===== src/rtl/ipb_pkg.sv =====
package ipb_pkg;

    // register indices (word addresses on the plain port)
    localparam logic [3:0] PRIO_CTRL_4_IDX = 4'h4;
    localparam logic [3:0] PRIO_CTRL_5_IDX = 4'h5;
    localparam logic [3:0] PRIO_CTRL_6_IDX = 4'h6;
    localparam logic [3:0] PRIO_CTRL_7_IDX = 4'h7;
    localparam logic [3:0] PRIO_CTRL_8_IDX = 4'h8;

    // field positions (low bit of each 3-bit field)
    localparam int FLD_HI_LSB  = 12;
    localparam int FLD_MH_LSB  = 8;
    localparam int FLD_ML_LSB  = 4;
    localparam int FLD_LO_LSB  = 0;

    // writable bit masks
    localparam logic [15:0] MASK_FULL  = 16'h7777;
    localparam logic [15:0] MASK_REG4  = 16'h7077;

    // value after reset: level 4 in every field
    localparam logic [2:0]  PRIO_RESET = 3'h4;
    localparam logic [15:0] RST_FULL   = 16'h4444;
    localparam logic [15:0] RST_REG4   = 16'h4044;

    localparam logic [2:0]  PRIO_OFF   = 3'h0;
    localparam logic [2:0]  PRIO_TOP   = 3'h7;
    localparam int          NUM_SRC    = 19;

    typedef struct packed {
        logic       wr;
        logic       rd;
        logic [3:0] addr;
        logic [15:0] wdata;
    } ipb_bus_req_t;

    // per-source view for arbitration
    typedef struct packed {
        logic       active;
        logic [2:0] level;
    } ipb_src_prio_t;

endpackage


===== src/rtl/ipb_priority_bank.sv =====
`timescale 1ns/100ps
// Functional notes
// code 111 is level 7, highest
// code 000 disables the source
// codes 001..110 are levels 1..6
// unimplemented bits ignore writes, read zero
// every field resets to 100
// reg4: change notify 14-12, 11-7 unused
// reg4: i2c1 master 6-4, slave 2-0
// reg5: cap8, cap7, adc2, ext irq1
// reg6: timer4, compare4, compare3, dma2
// reg7: uart2 tx, rx, ext irq2, timer5
// reg8: can1 event, receive, spi2 event, error
// fields hold value, drive arbitration continuously
module ipb_priority_bank (
    input  wire logic                  clk_i,
    input  wire logic                  sys_rst_i,
    input  wire logic [3:0]            addr_i,
    input  wire logic [15:0]           wdata_i,
    input  wire logic                  wr_i,
    input  wire logic                  rd_i,
    output logic      [15:0]           rdata_o,
    output ipb_pkg::ipb_src_prio_t [ipb_pkg::NUM_SRC-1:0] src_prio_o
);

    // one bundled request so every block samples the same bus
    ipb_pkg::ipb_bus_req_t req;

    // per-register write enables, decoded once
    logic        wr4;
    logic        wr5;
    logic        wr6;
    logic        wr7;
    logic        wr8;

    // register words as software sees them
    logic [15:0] prio4_w;
    logic [15:0] prio5_w;
    logic [15:0] prio6_w;
    logic [15:0] prio7_w;
    logic [15:0] prio8_w;

    // read path
    logic [15:0] rdata_q;
    logic [15:0] rdata_d;

    // one 3-bit code per source; unused bits get no storage at all
    logic [2:0]  change_notify_priority_q;
    logic [2:0]  i2c1_master_priority_q;
    logic [2:0]  i2c1_slave_priority_q;
    logic [2:0]  capture8_priority_q;
    logic [2:0]  capture7_priority_q;
    logic [2:0]  adc2_done_priority_q;
    logic [2:0]  ext_irq1_priority_q;
    logic [2:0]  timer4_priority_q;
    logic [2:0]  compare4_priority_q;
    logic [2:0]  compare3_priority_q;
    logic [2:0]  dma_ch2_done_priority_q;
    logic [2:0]  uart2_transmit_priority_q;
    logic [2:0]  uart2_receive_priority_q;
    logic [2:0]  ext_irq2_priority_q;
    logic [2:0]  timer5_priority_q;
    logic [2:0]  can1_event_priority_q;
    logic [2:0]  can1_receive_priority_q;
    logic [2:0]  spi2_event_priority_q;
    logic [2:0]  spi2_error_priority_q;

    // address decode shared by the write and read paths
    function automatic logic hit(
        input logic [3:0] a,
        input logic [3:0] idx
    );
        return (a == idx);
    endfunction

    // raw code to arbitration view: zero masks the source
    function automatic ipb_pkg::ipb_src_prio_t to_src(
        input logic [2:0] code
    );
        ipb_pkg::ipb_src_prio_t s;
        // zero disables
        s.active = (code != ipb_pkg::PRIO_OFF);
        // linear level
        s.level  = code;
        return s;
    endfunction

    function automatic logic [2:0] fld(
        input logic [15:0] r,
        input int          lsb
    );
        return r[lsb +: 3];
    endfunction

    // four fields into one word; gaps stay zero
    function automatic logic [15:0] pack(
        input logic [2:0] hi,
        input logic [2:0] mh,
        input logic [2:0] ml,
        input logic [2:0] lo
    );
        logic [15:0] w;
        w = 16'h0000;
        w[ipb_pkg::FLD_HI_LSB +: 3] = hi;
        w[ipb_pkg::FLD_MH_LSB +: 3] = mh;
        w[ipb_pkg::FLD_ML_LSB +: 3] = ml;
        w[ipb_pkg::FLD_LO_LSB +: 3] = lo;
        return w;
    endfunction

    assign req = {wr_i, rd_i, addr_i, wdata_i};

    assign wr4 = req.wr && hit(req.addr, ipb_pkg::PRIO_CTRL_4_IDX);
    assign wr5 = req.wr && hit(req.addr, ipb_pkg::PRIO_CTRL_5_IDX);
    assign wr6 = req.wr && hit(req.addr, ipb_pkg::PRIO_CTRL_6_IDX);
    assign wr7 = req.wr && hit(req.addr, ipb_pkg::PRIO_CTRL_7_IDX);
    assign wr8 = req.wr && hit(req.addr, ipb_pkg::PRIO_CTRL_8_IDX);

    // reset to level 4, else hold
    // change notify
    always_ff @(posedge clk_i) begin
        if (sys_rst_i) begin
            change_notify_priority_q <= ipb_pkg::PRIO_RESET;
        end else if (wr4) begin
            change_notify_priority_q <= fld(req.wdata, ipb_pkg::FLD_HI_LSB);
        end
    end

    // i2c1 master, slave
    always_ff @(posedge clk_i) begin
        if (sys_rst_i) begin
            i2c1_master_priority_q <= ipb_pkg::PRIO_RESET;
        end else if (wr4) begin
            i2c1_master_priority_q <= fld(req.wdata, ipb_pkg::FLD_ML_LSB);
        end
    end

    always_ff @(posedge clk_i) begin
        if (sys_rst_i) begin
            i2c1_slave_priority_q <= ipb_pkg::PRIO_RESET;
        end else if (wr4) begin
            i2c1_slave_priority_q <= fld(req.wdata, ipb_pkg::FLD_LO_LSB);
        end
    end

    // capture8, capture7, adc2, ext irq1
    always_ff @(posedge clk_i) begin
        if (sys_rst_i) begin
            capture8_priority_q <= ipb_pkg::PRIO_RESET;
        end else if (wr5) begin
            capture8_priority_q <= fld(req.wdata, ipb_pkg::FLD_HI_LSB);
        end
    end

    always_ff @(posedge clk_i) begin
        if (sys_rst_i) begin
            capture7_priority_q <= ipb_pkg::PRIO_RESET;
        end else if (wr5) begin
            capture7_priority_q <= fld(req.wdata, ipb_pkg::FLD_MH_LSB);
        end
    end

    always_ff @(posedge clk_i) begin
        if (sys_rst_i) begin
            adc2_done_priority_q <= ipb_pkg::PRIO_RESET;
        end else if (wr5) begin
            adc2_done_priority_q <= fld(req.wdata, ipb_pkg::FLD_ML_LSB);
        end
    end

    always_ff @(posedge clk_i) begin
        if (sys_rst_i) begin
            ext_irq1_priority_q <= ipb_pkg::PRIO_RESET;
        end else if (wr5) begin
            ext_irq1_priority_q <= fld(req.wdata, ipb_pkg::FLD_LO_LSB);
        end
    end

    // timer4, compare4, compare3, dma2
    always_ff @(posedge clk_i) begin
        if (sys_rst_i) begin
            timer4_priority_q <= ipb_pkg::PRIO_RESET;
        end else if (wr6) begin
            timer4_priority_q <= fld(req.wdata, ipb_pkg::FLD_HI_LSB);
        end
    end

    always_ff @(posedge clk_i) begin
        if (sys_rst_i) begin
            compare4_priority_q <= ipb_pkg::PRIO_RESET;
        end else if (wr6) begin
            compare4_priority_q <= fld(req.wdata, ipb_pkg::FLD_MH_LSB);
        end
    end

    always_ff @(posedge clk_i) begin
        if (sys_rst_i) begin
            compare3_priority_q <= ipb_pkg::PRIO_RESET;
        end else if (wr6) begin
            compare3_priority_q <= fld(req.wdata, ipb_pkg::FLD_ML_LSB);
        end
    end

    always_ff @(posedge clk_i) begin
        if (sys_rst_i) begin
            dma_ch2_done_priority_q <= ipb_pkg::PRIO_RESET;
        end else if (wr6) begin
            dma_ch2_done_priority_q <= fld(req.wdata, ipb_pkg::FLD_LO_LSB);
        end
    end

    // uart2 tx, rx, ext irq2, timer5
    always_ff @(posedge clk_i) begin
        if (sys_rst_i) begin
            uart2_transmit_priority_q <= ipb_pkg::PRIO_RESET;
        end else if (wr7) begin
            uart2_transmit_priority_q <= fld(req.wdata, ipb_pkg::FLD_HI_LSB);
        end
    end

    always_ff @(posedge clk_i) begin
        if (sys_rst_i) begin
            uart2_receive_priority_q <= ipb_pkg::PRIO_RESET;
        end else if (wr7) begin
            uart2_receive_priority_q <= fld(req.wdata, ipb_pkg::FLD_MH_LSB);
        end
    end

    always_ff @(posedge clk_i) begin
        if (sys_rst_i) begin
            ext_irq2_priority_q <= ipb_pkg::PRIO_RESET;
        end else if (wr7) begin
            ext_irq2_priority_q <= fld(req.wdata, ipb_pkg::FLD_ML_LSB);
        end
    end

    always_ff @(posedge clk_i) begin
        if (sys_rst_i) begin
            timer5_priority_q <= ipb_pkg::PRIO_RESET;
        end else if (wr7) begin
            timer5_priority_q <= fld(req.wdata, ipb_pkg::FLD_LO_LSB);
        end
    end

    // can1 event, receive, spi2 event, error
    always_ff @(posedge clk_i) begin
        if (sys_rst_i) begin
            can1_event_priority_q <= ipb_pkg::PRIO_RESET;
        end else if (wr8) begin
            can1_event_priority_q <= fld(req.wdata, ipb_pkg::FLD_HI_LSB);
        end
    end

    always_ff @(posedge clk_i) begin
        if (sys_rst_i) begin
            can1_receive_priority_q <= ipb_pkg::PRIO_RESET;
        end else if (wr8) begin
            can1_receive_priority_q <= fld(req.wdata, ipb_pkg::FLD_MH_LSB);
        end
    end

    always_ff @(posedge clk_i) begin
        if (sys_rst_i) begin
            spi2_event_priority_q <= ipb_pkg::PRIO_RESET;
        end else if (wr8) begin
            spi2_event_priority_q <= fld(req.wdata, ipb_pkg::FLD_ML_LSB);
        end
    end

    always_ff @(posedge clk_i) begin
        if (sys_rst_i) begin
            spi2_error_priority_q <= ipb_pkg::PRIO_RESET;
        end else if (wr8) begin
            spi2_error_priority_q <= fld(req.wdata, ipb_pkg::FLD_LO_LSB);
        end
    end

    // unused bits read zero; reg4 has no middle field
    assign prio4_w = pack(change_notify_priority_q, ipb_pkg::PRIO_OFF,
                          i2c1_master_priority_q, i2c1_slave_priority_q)
                     & ipb_pkg::MASK_REG4;
    assign prio5_w = pack(capture8_priority_q, capture7_priority_q,
                          adc2_done_priority_q, ext_irq1_priority_q);
    assign prio6_w = pack(timer4_priority_q, compare4_priority_q,
                          compare3_priority_q, dma_ch2_done_priority_q);
    assign prio7_w = pack(uart2_transmit_priority_q, uart2_receive_priority_q,
                          ext_irq2_priority_q, timer5_priority_q);
    assign prio8_w = pack(can1_event_priority_q, can1_receive_priority_q,
                          spi2_event_priority_q, spi2_error_priority_q);

    // unmapped addresses read zero
    always_comb begin
        rdata_d = 16'h0000;
        if (hit(req.addr, ipb_pkg::PRIO_CTRL_4_IDX)) begin
            rdata_d = prio4_w;
        end else if (hit(req.addr, ipb_pkg::PRIO_CTRL_5_IDX)) begin
            rdata_d = prio5_w;
        end else if (hit(req.addr, ipb_pkg::PRIO_CTRL_6_IDX)) begin
            rdata_d = prio6_w;
        end else if (hit(req.addr, ipb_pkg::PRIO_CTRL_7_IDX)) begin
            rdata_d = prio7_w;
        end else if (hit(req.addr, ipb_pkg::PRIO_CTRL_8_IDX)) begin
            rdata_d = prio8_w;
        end
    end

    // read data stands one cycle only, zero otherwise
    always_ff @(posedge clk_i) begin
        if (sys_rst_i) begin
            rdata_q <= 16'h0000;
        end else if (req.rd) begin
            rdata_q <= rdata_d;
        end else begin
            rdata_q <= 16'h0000;
        end
    end

    assign rdata_o = rdata_q;

    // code to arbitration view
    // change notify
    assign src_prio_o[0]  = to_src(change_notify_priority_q);
    // i2c1 master, slave
    assign src_prio_o[1]  = to_src(i2c1_master_priority_q);
    assign src_prio_o[2]  = to_src(i2c1_slave_priority_q);
    // capture8, capture7, adc2, ext irq1
    assign src_prio_o[3]  = to_src(capture8_priority_q);
    assign src_prio_o[4]  = to_src(capture7_priority_q);
    assign src_prio_o[5]  = to_src(adc2_done_priority_q);
    assign src_prio_o[6]  = to_src(ext_irq1_priority_q);
    // timer4, compare4, compare3, dma2
    assign src_prio_o[7]  = to_src(timer4_priority_q);
    assign src_prio_o[8]  = to_src(compare4_priority_q);
    assign src_prio_o[9]  = to_src(compare3_priority_q);
    assign src_prio_o[10] = to_src(dma_ch2_done_priority_q);
    // uart2 tx, rx, ext irq2, timer5
    assign src_prio_o[11] = to_src(uart2_transmit_priority_q);
    assign src_prio_o[12] = to_src(uart2_receive_priority_q);
    assign src_prio_o[13] = to_src(ext_irq2_priority_q);
    assign src_prio_o[14] = to_src(timer5_priority_q);
    // can1 event, receive, spi2 event, error
    assign src_prio_o[15] = to_src(can1_event_priority_q);
    assign src_prio_o[16] = to_src(can1_receive_priority_q);
    assign src_prio_o[17] = to_src(spi2_event_priority_q);
    assign src_prio_o[18] = to_src(spi2_error_priority_q);

endmodule // ipb_priority_bank


===== config.mk =====
export PLATFORM = sky130hd
export DESIGN_NAME = ipb_priority_bank
export DESIGN_NICKNAME = d
export VERILOG_FILES = /design/src/rtl/ipb_pkg.sv /design/src/rtl/ipb_priority_bank.sv
export SDC_FILE = /design/constraint.sdc
export NUM_CORES = 1
export LEC_CHECK = 0
export ABC_CLOCK_PERIOD_IN_PS = 1000
export BUFFER_PORTS_ARGS = -buffer_cell sky130_fd_sc_hd__buf_2
export CAP_MARGIN = 0
export CELL_PAD_IN_SITES_DETAIL_PLACEMENT = 0
export CELL_PAD_IN_SITES_GLOBAL_PLACEMENT = 1
export CORE_MARGIN = 2
export CORE_UTILIZATION = 32
export CTS_BUF_LIST = sky130_fd_sc_hd__clkbuf_8
export DETAILED_ROUTE_END_ITERATION = 6
export PLACE_DENSITY = 0.85
export SLEW_MARGIN = 25
export SYNTH_ARGS = -nofsm -noshare
export SYNTH_HDL_FRONTEND = slang
export SYNTH_SLANG_ARGS = --single-unit
export TNS_END_PERCENT = 5

===== constraint.sdc =====
create_clock -name clk_i -period 1 [get_ports clk_i]
set_input_delay 0.05 -clock clk_i [delete_from_list [all_inputs] [get_ports clk_i]]
set_output_delay 0.05 -clock clk_i [all_outputs]
set_load 0.01 [all_outputs]

* After elaboration in Yosys (flattened, before gate mapping)
Cells that the tools add are included.
Storage, ports and cells: memories 0, flip-flop bits (word level) 73, logic and storage cells 60, bits in latches 0, ROM bits 0, memory bits (writable) 0
Cells by class: reduce and logical (&&, ||, !) cells 27, equality and inequality tests 5, shifts and indexed selects 0, add/sub/neg operators 0, order comparisons 0, bitwise logic cells 1, mux-type cells 5, divide/modulo/power cells 0, multiply operators 0
Operators with widths (count):
- 15-bit two-way mux | 5
- 3-bit nonzero test | 19
- 4-bit by 3-bit == test with 1-bit output, second input constant | 4
- 6-bit OR reduction | 1
- 1-bit logical AND | 5
- 4-bit == test, second input constant | 1
- 3-bit OR reduction | 1
- 2-bit OR reduction | 1
- 1-bit inverter | 1

* Logic depth before layout (Yosys ltp)
Gate-level depths: netlist of run 1.
depth in word-level cells 6, depth in mapped cells 7

* Worst setup path before layout of run 1
No wires, ideal clock.
path kind input port to flip-flop, from input port addr_i[1], to register rdata_q[0], in the netlist rdata_o[0], data arrival time 0.952 ns, buffers on the path 2, library setup time 0.126 ns, setup slack -0.078 ns, cell stages on the path 6, path through buf_6 > nor2b_1 > buf_4 > a21o_1 > a222oi_1 > o21ai_1
On the way: cells in the longest elaborated chain, start to end 6
Ends and longest elaborated chain:
- from (decl) | line ipb_priority_bank.sv:18 | input wire logic [3:0] addr_i,
- 4-bit == test | line ipb_priority_bank.sv:73 | return (a == idx);
- 15-bit two-way mux | line ipb_priority_bank.sv:302 | end else if (hit(req.addr, ipb_pkg::PRIO_CTRL_8_IDX)) begin
- 15-bit two-way mux | line ipb_priority_bank.sv:300 | end else if (hit(req.addr, ipb_pkg::PRIO_CTRL_7_IDX)) begin
- 15-bit two-way mux | line ipb_priority_bank.sv:298 | end else if (hit(req.addr, ipb_pkg::PRIO_CTRL_6_IDX)) begin
- 15-bit two-way mux | line ipb_priority_bank.sv:296 | end else if (hit(req.addr, ipb_pkg::PRIO_CTRL_5_IDX)) begin
- 15-bit two-way mux (*) | line ipb_priority_bank.sv:294 | if (hit(req.addr, ipb_pkg::PRIO_CTRL_4_IDX)) begin
- to (signal assigned) | line ipb_priority_bank.sv:312 | rdata_q <= rdata_d;
- to (decl) | line ipb_priority_bank.sv:44 | logic [15:0] rdata_q;
Mark *: on every way between the ends. The rest lies on a longest branch, timed or not. A chain may end at the register's enable or synchronous reset.

==> impl_metrics.yaml, run 1 <==
sta:
  hold_viol: 0
  worst_pin_slew_ps: 571
  max_freq_mhz: 738
  finalMaxSlewViolations: 0
  rsz0062_at_grt: "true"
  setup_viol_count_final: 27
  max_slew_margin_pct: 61.9
  setup_ws_ps: -356
  fin_crit_sh_pct: 136
  period_minus_slack_ps: 1360
  holdWs_ps: 8.27
  worst_clock_skew_ps: 9.59
floorplanning:
  fp.dieW_um: 101
  rows: 35
  initial_core_util_pct: 32.9
  die_h_um: 101
  core_sq_um: 9200
  num_io_pins: 116
  dieArea_sq_um: 10200
clock_tree:
  clkSlewWorstSetupHoldPaths_ps: 80
  cts.sinks: 69
  cts_buffers: 9
  clk_latency_ps: 340
  h-tree-depth: 3
  cts-root-buf: "clkbuf_8"
  cts_tree: "yes"
  clock_path_buffers: 2
logic_synthesis:
  syn_avg_cell_area_sq_um: 8.23
  syn_area_sq_um: 3020
  synthTopCellsByArea: "dfxtp_1, nand2_1, a21oi_1"
  ys_warn_count: 0
  synth_top_area_share_pct: 45.7
  synth_top_cell_by_area: "dfxtp_1"
  synth.distinct_cells: 38
  ys_ff_latch: 69
  synth_cells: 367
  seq_area_frac_synth_pct: 45.7
layout:
  areaGrowthSynthToFinish_pct: 48.5
  nets: 546
  antenna_cells: 0
  finalNonFillerCells: 638
  drive_gt1_share_pct: 42.1
  fillers: 915
worst_setup_path:
  critPathKind: "flop to output pin"
  worstPathArrival_ps: 1310
  cp-end-kind: "output pin"
  start_kind: "flop"
  critPathRequiredTime_ps: 950
  crit_path_max_fanout: 2
pwr:
  p_clk_share_pct: 44.8
  p_int_uw: 4810
  leakage_uw: 0.00202
  p_total_uw: 6270
  pwr-share-seq_pct: 45.2
  peakVddDrop_mv: 0.632
  comb_power_share_pct: 10.0
  power.density_nw_per_um2: 1400
  switching_share_pct: 23.3
  p_sw_uw: 1460
detailed_routing:
  wl_per_cell_um: 16.3
  antenna_left: 0
  via_count: 3317
  firstDrtPassIters: 6
  wirelength_um: 10400
  via_per_inst: 5.20
  drt_first_iter_violations: 259
  drc: 0
grt:
  antenna_found_initial: 0
  overflow: 0
  grt_pass1_wl_um: 15700
  grt_max_degree: 58
  grt_pass1_vias: 3051
  grt_util_all_layers_pct: 20.0
place:
  dpl.cell_count: 610
  globalplace.congestion: 0.833
  dp_slack_ps: -346
  dp_hpwl_um: 7550
  port-buffer-count: 107
worst_hold_path:
  hold_class: "input port to flop"
outcome:
  status: "complete, but fails checks"
  violations: "setup timing"
job:
  maxCapViolCount: 0
[kinds of logic (layout without fill, tap and decap cells)]
group | count (synthesis) | in the layout | share of synthesized area [%]
AO/OA/AOI/OAI | 81 | 81 | 16.6
flip-flops | 69 | 69 | 45.7
multiplexers | 7 | 7 | 2.32
buffers and inverters | 33 | 190 | 6.63
other | 1 | 4 | 0.124
AND/OR/NAND/NOR | 176 | 176 | 28.6
[critical path: stages, from the launching register on]
cell and delay (ps):
dfxtp_2 330, buf_6 110, or3_4 390, buf_6 130
[per-stage QoR]
step,cell area [sq um],util [%],TNS (ps)
2_1_floorplan,3030,-,-784
3_3_place_gp,3970,43.2,-12180
3_5_place_dp,3970,43.2,-14670
4_1_cts,4370,47.5,-5140
5_1_grt,4490,48.8,-6230
6_report,4490,48.8,-4980
[power by group through the flow]
stage	Combinational (uW)	Clock, uW	Sequential (uW)
floorplan	286	0	2910
global placement	561	0	2890
detailed placement	571	0	2890
CTS	606	2830	2830
global route	679	2960	2840
finish	630	2810	2840
[layout by cell type (no fill, tap or decap), drive strengths merged]
cell type    netlist  final
and2               1      1
a21boi             3      3
a21oi             34     34
dfxtp             69     69
clkbuf             9     10
nand3              7      7
nand3b            17     17
o2bb2ai            3      3
nand2            107    107
o21ai             21     21
buf               21    161
dlygate4sd3        0     10
nand4              1      1
and4               1      1
mux2i              7      7
o22a               1      1
nor4bb             1      1
nor4b              1      1
and3               3      3
or3               19     19
nor2b              3      3
bufinv             0      3
and3b              1      1
clkinv             0      2
nand2b             1      1
a21o               8      8
a211o              3      3
nor2              13     13
inv                3      4
conb               1      4
a222oi             8      8
[layout make-up]
| cell class | instances | area [sq um] | area share (%) |
|---|---|---|---|
| Multi-Input combinational cell | 268 | 1480 | 33.0 |
| Sequential cell | 69 | 1430 | 31.8 |
| Timing Repair Buffer | 171 | 1180 | 26.3 |
| Tap cell | 111 | 139 | 3.09 |
| Clock buffer | 10 | 138 | 3.07 |
| Clock inverter | 6 | 111 | 2.48 |
| Inverter | 3 | 11.3 | 0.251 |
[cells in the mapped netlist, drive strengths merged]
library cell	number
a21boi	3
nor4bb	1
dfxtp	69
o2bb2ai	3
and2	1
nor4b	1
a222oi	8
or3	19
conb	1
nand3	7
mux2i	7
and4	1
a211o	3
nor2b	3
and3	3
a21oi	34
and3b	1
nand3b	17
nor2	13
nand2	107
clkbuf	9
buf	21
nand4	1
nand2b	1
inv	3
a21o	8
o21ai	21
o22a	1
[repair_timing]
item	4_1_cts	5_1_grt
hold endpoints to repair	29	0
buffers inserted	1	1
hold buffers	10	0
setup endpoints to repair	35	53
resized for setup	28	30
pin swaps	5	5
[flip-flops by register name (all words and copies together), names as in the netlist]
register                   cells
timer5_priority_q              3
uart2_receive_priority_q       3
change_notify_priority_q       3
dma_ch2_done_priority_q        3
capture8_priority_q            3
spi2_error_priority_q          3
can1_event_priority_q          3
ext_irq2_priority_q            3
rdata_o                       12
compare3_priority_q            3
i2c1_slave_priority_q          3
ext_irq1_priority_q            3
spi2_event_priority_q          3
compare4_priority_q            3
uart2_transmit_priority_q      3
capture7_priority_q            3
adc2_done_priority_q           3
can1_receive_priority_q        3
timer4_priority_q              3
i2c1_master_priority_q         3
[final timing paths]
| kind | from | to | slack (ps) | depth (start not counted) |
|---|---|---|---|---|
| setup / recovery | can1_event_priority_q[1]$_SDFFE_PP0P_ | src_prio_o[63] | -360 | 3 |
| hold / removal | wdata_i[1] | ext_irq1_priority_q[1]$_SDFFE_PP0P_ | 8 | 3 |
| setup reg to reg | dma_ch2_done_priority_q[0]$_SDFFE_PP0P_ | rdata_o[0]$_SDFF_PP0_ | -120 | 3 |
| hold reg to reg | adc2_done_priority_q[1]$_SDFFE_PP0P_ | adc2_done_priority_q[1]$_SDFFE_PP0P_ | 480 | 2 |
[per-layer routing]
metal | global-route usage [%] | vias to the layer above | part of all wire (%)
met5 | 0 | - | 0
met4 | 6.34 | 0 | 1.5
met3 | 4.07 | 14 | 8.1
met2 | 32.3 | 150 | 48
met1 | 26.9 | 1585 | 42
li1 | - | 1568 | -
(Power assumes the default switching activity.)
==> run 2, diff against run 1 <==
--- a/config.mk
+++ b/config.mk
@@ -5,6 +5,7 @@
 export SDC_FILE = /design/constraint.sdc
 export NUM_CORES = 1
 export LEC_CHECK = 0
+export ABC_AREA = 1
 export ABC_CLOCK_PERIOD_IN_PS = 1000
 export BUFFER_PORTS_ARGS = -buffer_cell sky130_fd_sc_hd__buf_2
 export CAP_MARGIN = 0
@@ -14,7 +15,7 @@
 export CORE_UTILIZATION = 32
 export CTS_BUF_LIST = sky130_fd_sc_hd__clkbuf_8
 export DETAILED_ROUTE_END_ITERATION = 6
-export PLACE_DENSITY = 0.85
+export PLACE_DENSITY = 0.87
 export SLEW_MARGIN = 25
 export SYNTH_ARGS = -nofsm -noshare
 export SYNTH_HDL_FRONTEND = slang
==> run 2 against run 1 <==
- clock power shrank 13%
- fmax is 27% higher
- the run still ends with setup timing left
- first-iteration DRC count fell by 29%
- highest routed layer unchanged
- hold slack improved by 11 ps
- sequential share of layout area grew 1.4 points
- routed wire length down 5.7%
==> impl_metrics.yaml, run 2 <==
detailed_routing:
  drt_first_iter_violations: 185
  wl_per_cell_um: 13.7
  drc: 0
  wirelength_um: 9830
  via_per_inst: 4.58
  via_count: 3289
  antenna_left: 0
  firstDrtPassIters: 4
worst_setup_path:
  critPathKind: "flop to output pin"
  start_kind: "flop"
  cp-end-kind: "output pin"
  crit_path_max_fanout: 3
  worstPathArrival_ps: 1020
  critPathRequiredTime_ps: 950
layout:
  final_cell_mix: "nand2_1, buf_2, nor2_1, nand3_1, dfxtp_2"
  nets: 605
  layout_commonest_cell: "nand2_1"
  fillers: 1032
  final_util_pct: 45.0
  antenna_cells: 0
  areaGrowthSynthToFinish_pct: 38.5
  largest_reg_flops: 12
  drive_gt1_share_pct: 39.1
logic_synthesis:
  yosysMostFrequentCell: "nand2_1"
  syn_area_sq_um: 3130
  synth.distinct_cells: 23
  synth_top_area_share_pct: 44.1
  synthTopCellsByArea: "dfxtp_1, nand2_1, nand3_1"
  synth_cells: 448
  synth_edf_count: 0
  ys_ff_latch: 69
  ys_async_sr_fraction_pct: 0
  ys_warn_count: 0
  synth_top_cell_by_area: "dfxtp_1"
  syn_avg_cell_area_sq_um: 6.99
  seq_area_frac_synth_pct: 44.1
  synth_common_cells: "nand2_1, dfxtp_1, nor2_1, nand3_1, a21oi_1"
  synthFlopType: "dfxtp_1"
sta:
  setup_ws_ps: -69.5
  fin_tns_setup_ps: -266
  finalMaxSlewViolations: 0
  setup_viol_count_final: 17
  period_minus_slack_ps: 1070
  worst_clock_skew_ps: 8.94
  max_freq_mhz: 935
  fin_crit_sh_pct: 107
  rsz0062_at_grt: "true"
  hold_viol: 0
floorplanning:
  initial_core_util_pct: 32.5
  rows: 36
  core_sq_um: 9640
  die_h_um: 103
  dieArea_sq_um: 10600
  fp.dieW_um: 103
  num_io_pins: 116
clock_tree:
  h-tree-depth: 3
  clkSlewWorstSetupHoldPaths_ps: 70
  cts_buffers: 9
  cts.sinks: 69
  cts-root-buf: "clkbuf_8"
  clk_latency_ps: 350
  cts_tree: "yes"
  clock_path_buffers: 2
grt:
  grt_util_all_layers_pct: 19.0
  grt_max_degree: 28
  grt_pass1_vias: 3086
  antenna_found_initial: 0
  overflow: 0
  grt_pass1_wl_um: 15400
pwr:
  power.density_nw_per_um2: 1370
  peakVddDrop_mv: 0.636
  leakage_uw: 0.00208
place:
  dp_hpwl_um: 7580
  port-buffer-count: 107
  globalplace.congestion: 0.900
outcome:
  status: "complete, but fails checks"
  violations: "setup timing"
job:
  maxCapViolCount: 0
worst_hold_path:
  hold_class: "input port to flop"
[run 2: cell families after synthesis]
family	share of synthesized area [%]
simple gates	36.1
flops	44.1
compound gates	10.5
buf+inv	9.26
other cells	0.120
[run 2: power breakdown]
group	internal, uW	switching (uW)
clock	1390	1060
sequential	2810	51.9
combinational	241	373
[run 2: critical path, cell delays in order (launching register included)]
cell,delay [ps]
dfxtp_2,330
buf_6,120
nor2_4,60
nand2_1,50
buf_2,130
[run 2: repair_timing]
action	in CTS	in global routing
hold buffers	6	0
gates resized for setup	45	17
gates cloned	0	0
pin swaps	2	1
buffers inserted	1	0
hold endpoints to repair	12	0
setup endpoints to repair	19	21
[run 2: cell type report]
| type | instances | area (sq um) | share of cell area (%) |
|---|---|---|---|
| clock inverters | 6 | 88.8 | 2.05 |
| flip-flops and latches | 69 | 1440 | 33.1 |
| inverters | 33 | 125 | 2.88 |
| repair buffers | 143 | 893 | 20.6 |
| clock buffers | 9 | 124 | 2.85 |
| multi-input cells | 325 | 1500 | 34.7 |
| well taps | 133 | 166 | 3.84 |
[run 2: per-layer routing]
metal | global-route usage [%] | up-vias | share of wire [%]
li1 | - | 1687 | -
met1 | 25.8 | 1470 | 46
met2 | 29.7 | 116 | 46
met3 | 3.32 | 16 | 6.6
met4 | 8.20 | 0 | 2.2
met5 | 0 | - | 0
[run 2: final timing paths]
path                                                 start                                     to  slack, ps  depth (start not counted)
setup / recovery         timer5_priority_q[0]$_SDFFE_PP0P_                         src_prio_o[59]        -70                          4
hold / removal                                  wdata_i[2]  spi2_error_priority_q[2]$_SDFFE_PP1P_         20                          3
setup reg to reg     spi2_event_priority_q[2]$_SDFFE_PP1P_                  rdata_o[6]$_SDFF_PP0_         90                          4
hold reg to reg   change_notify_priority_q[1]$_SDFFE_PP0P_                 rdata_o[13]$_SDFF_PP0_        470                          2
[run 2: stage by stage]
step                hold WS [ps]  power [uW]  setup slack, ps  std cells  area, sq um
floorplan                    163        3220              129        451         3140
global placement             336        3490             -164        696         3960
detailed placement           328        3500             -193        696         3960
CTS                        0.519        5950            -92.6        718         4300
global route                8.29        6150             -114        718         4340
finish                      19.0        5920            -69.5        718         4340
==> run 3, diff against run 2 <==
--- a/config.mk
+++ b/config.mk
@@ -11,11 +11,13 @@
 export CAP_MARGIN = 0
 export CELL_PAD_IN_SITES_DETAIL_PLACEMENT = 0
 export CELL_PAD_IN_SITES_GLOBAL_PLACEMENT = 1
+export CORE_ASPECT_RATIO = 0.6
 export CORE_MARGIN = 2
 export CORE_UTILIZATION = 32
 export CTS_BUF_LIST = sky130_fd_sc_hd__clkbuf_8
 export DETAILED_ROUTE_END_ITERATION = 6
 export PLACE_DENSITY = 0.87
+export RECOVER_POWER = 50
 export SLEW_MARGIN = 25
 export SYNTH_ARGS = -nofsm -noshare
 export SYNTH_HDL_FRONTEND = slang
==> run 3 against run 2 <==
- the run still ends with setup timing left
- sequential power barely moved
- fmax rose by 1.3%
- flip-flop and latch count did not move
- largest cell class unchanged
- largest power group unchanged
==> impl_metrics.yaml, run 3 (synthesis results as in run 2) <==
sta:
  fin_crit_sh_pct: 106
  hold_viol: 0
  worst_clock_skew_ps: 6.12
  rsz0062_at_grt: "true"
  period_minus_slack_ps: 1060
  max_freq_mhz: 947
  holdWs_ps: 27.4
  setup_ws_ps: -56.0
  finalMaxSlewViolations: 0
  setup_viol_count_final: 20
detailed_routing:
  wl_met3_um: 907
  wl_per_cell_um: 16.1
  drc: 0
  wl_met1_um: 6070
  via_per_inst: 4.84
  drt_first_iter_violations: 320
  top_layer_used: "met4"
  firstDrtPassIters: 5
  antenna_left: 0
  wl_met2_um: 4450
  wirelength_um: 11500
  via_count: 3459
clock_tree:
  cts-root-buf: "clkbuf_8"
  cts.sinks: 69
  clk_latency_ps: 360
  cts_buffers: 9
  clkSlewWorstSetupHoldPaths_ps: 80
  clock_path_buffers: 2
  h-tree-depth: 3
  cts_tree: "yes"
place:
  port-buffer-count: 107
  globalplace.congestion: 0.919
  placed_area_sq_um: 3960
  dp_hpwl_um: 8880
worst_setup_path:
  critPathRequiredTime_ps: 950
  start_kind: "flop"
  r2r_end: "rdata_o[0]$_SDFF_PP0_"
  r2r_slack_ps: 40
  crit_path_max_fanout: 3
  worstPathArrival_ps: 1010
  reg2regPathDepth: 5
  cp-end-kind: "output pin"
  critPathKind: "flop to output pin"
  timing.rr.start: "dma_ch2_done_priority_q[0]$_SDFFE_PP0P_"
pwr:
  leakage_uw: 0.00201
  power.density_nw_per_um2: 1350
  peakVddDrop_mv: 0.518
outcome:
  status: "complete, but fails checks"
  violations: "setup timing"
floorplanning:
  dieArea_sq_um: 10600
  fp.dieW_um: 132
  core_sq_um: 9360
  rows: 27
  initial_core_util_pct: 33.5
  die_h_um: 80.6
  num_io_pins: 116
grt:
  antenna_found_initial: 0
  grt_max_degree: 29
  grt_pass1_vias: 3060
  grt_pass1_wl_um: 17300
  overflow: 0
  grt_util_all_layers_pct: 22.2
layout:
  largest_reg_flops: 12
  nets: 604
  areaGrowthSynthToFinish_pct: 34.3
  final_cell_mix: "nand2_1, buf_2, nand3_1"
  antenna_cells: 0
  drive_gt1_share_pct: 37.6
  final_cell_area_sq_um: 4210
  layout_commonest_cell: "nand2_1"
worst_hold_path:
  hold_class: "input port to flop"
  holdPathStages: 3
  hold_path_end: "ext_irq1_priority_q[2]$_SDFFE_PP1P_"
  hold_start: "wdata_i[2]"
job:
  maxCapViolCount: 0
[run 3: cell count changes in the layout (fill, tap and decap cells not counted), moves of 3 or more]
cell / delta
clkbuf_1: +10
buf_2: -11
buf_12: -4
dfxtp_1: -3
clkbuf_2: +5
clkbuf_8: +4
nor2_4: -3
dlygate4sd3_1: -3
clkbuf_4: +3
dfxtp_4: +5
[run 3: worst max-delay path by stage]
stage / start / endpoint / slack [ps]
floorplan: addr_i[0] / change_notify_priority_q[1]$_SDFFE_PP0P_ / 130
global placement: addr_i[0] / i2c1_slave_priority_q[0]$_SDFFE_PP0P_ / -190
detailed placement: addr_i[0] / i2c1_slave_priority_q[0]$_SDFFE_PP0P_ / -230
CTS: can1_event_priority_q[2]$_SDFFE_PP1P_ / src_prio_o[63] / -80
global route: uart2_transmit_priority_q[2]$_SDFFE_PP1P_ / src_prio_o[47] / -100
finish: can1_event_priority_q[2]$_SDFFE_PP1P_ / src_prio_o[63] / -60
[run 3: stage by stage]
stage | instances | setup TNS, ps | setup WS [ps] | utilization [%] | total power [uW]
2_1_floorplan | 451 | 0 | 129 | - | 3220
3_3_place_gp | 696 | -5050 | -192 | 42.3 | 3510
3_5_place_dp | 696 | -7180 | -234 | 42.3 | 3520
4_1_cts | 714 | -891 | -78.3 | 45.5 | 5750
5_1_grt | 715 | -1950 | -102 | 45.0 | 5940
6_report | 715 | -605 | -56.0 | 45.0 | 5690
[run 3: report_power, final]
group / total, uW / internal, uW / switching [uW] / leakage, uW
clock: 2240 / 1160 / 1070 / 0.000101
sequential: 2860 / 2800 / 62.1 / 0.000566
combinational: 595 / 216 / 379 / 0.00135
total: 5690 / 4180 / 1510 / 0.00201
[run 3: final cells by class]
class                   count  area [sq um]
well taps                 130           163
flip-flops and latches     69          1450
repair buffers            142           806
clock inverters             3          17.5
fillers                  1006          5150
clock buffers              13           179
inverters                  33           128
multi-input cells         325          1460
[run 3: critical path, cell delays in order, from the launching register on]
cell     delay [ps]
dfxtp_4         370
nor2_4           90
nand2_1          60
buf_2           140
[run 3: repair_timing]
action | CTS | global route
endpoints found under the setup margin | 27 | 24
hold endpoints to repair | 3 | 0
buffers inserted | 3 | 1
hold buffers | 3 | 0
pin swaps | 8 | 4
gates cloned | 0 | 0
resized for setup | 56 | 19
[run 3: per-layer routing]
metal | global-route usage, % | vias to the layer above
li1 | - | 1690
met1 | 33.9 | 1590
met2 | 29.8 | 168
met3 | 5.74 | 11
met4 | 5.98 | 0
met5 | 0 | -
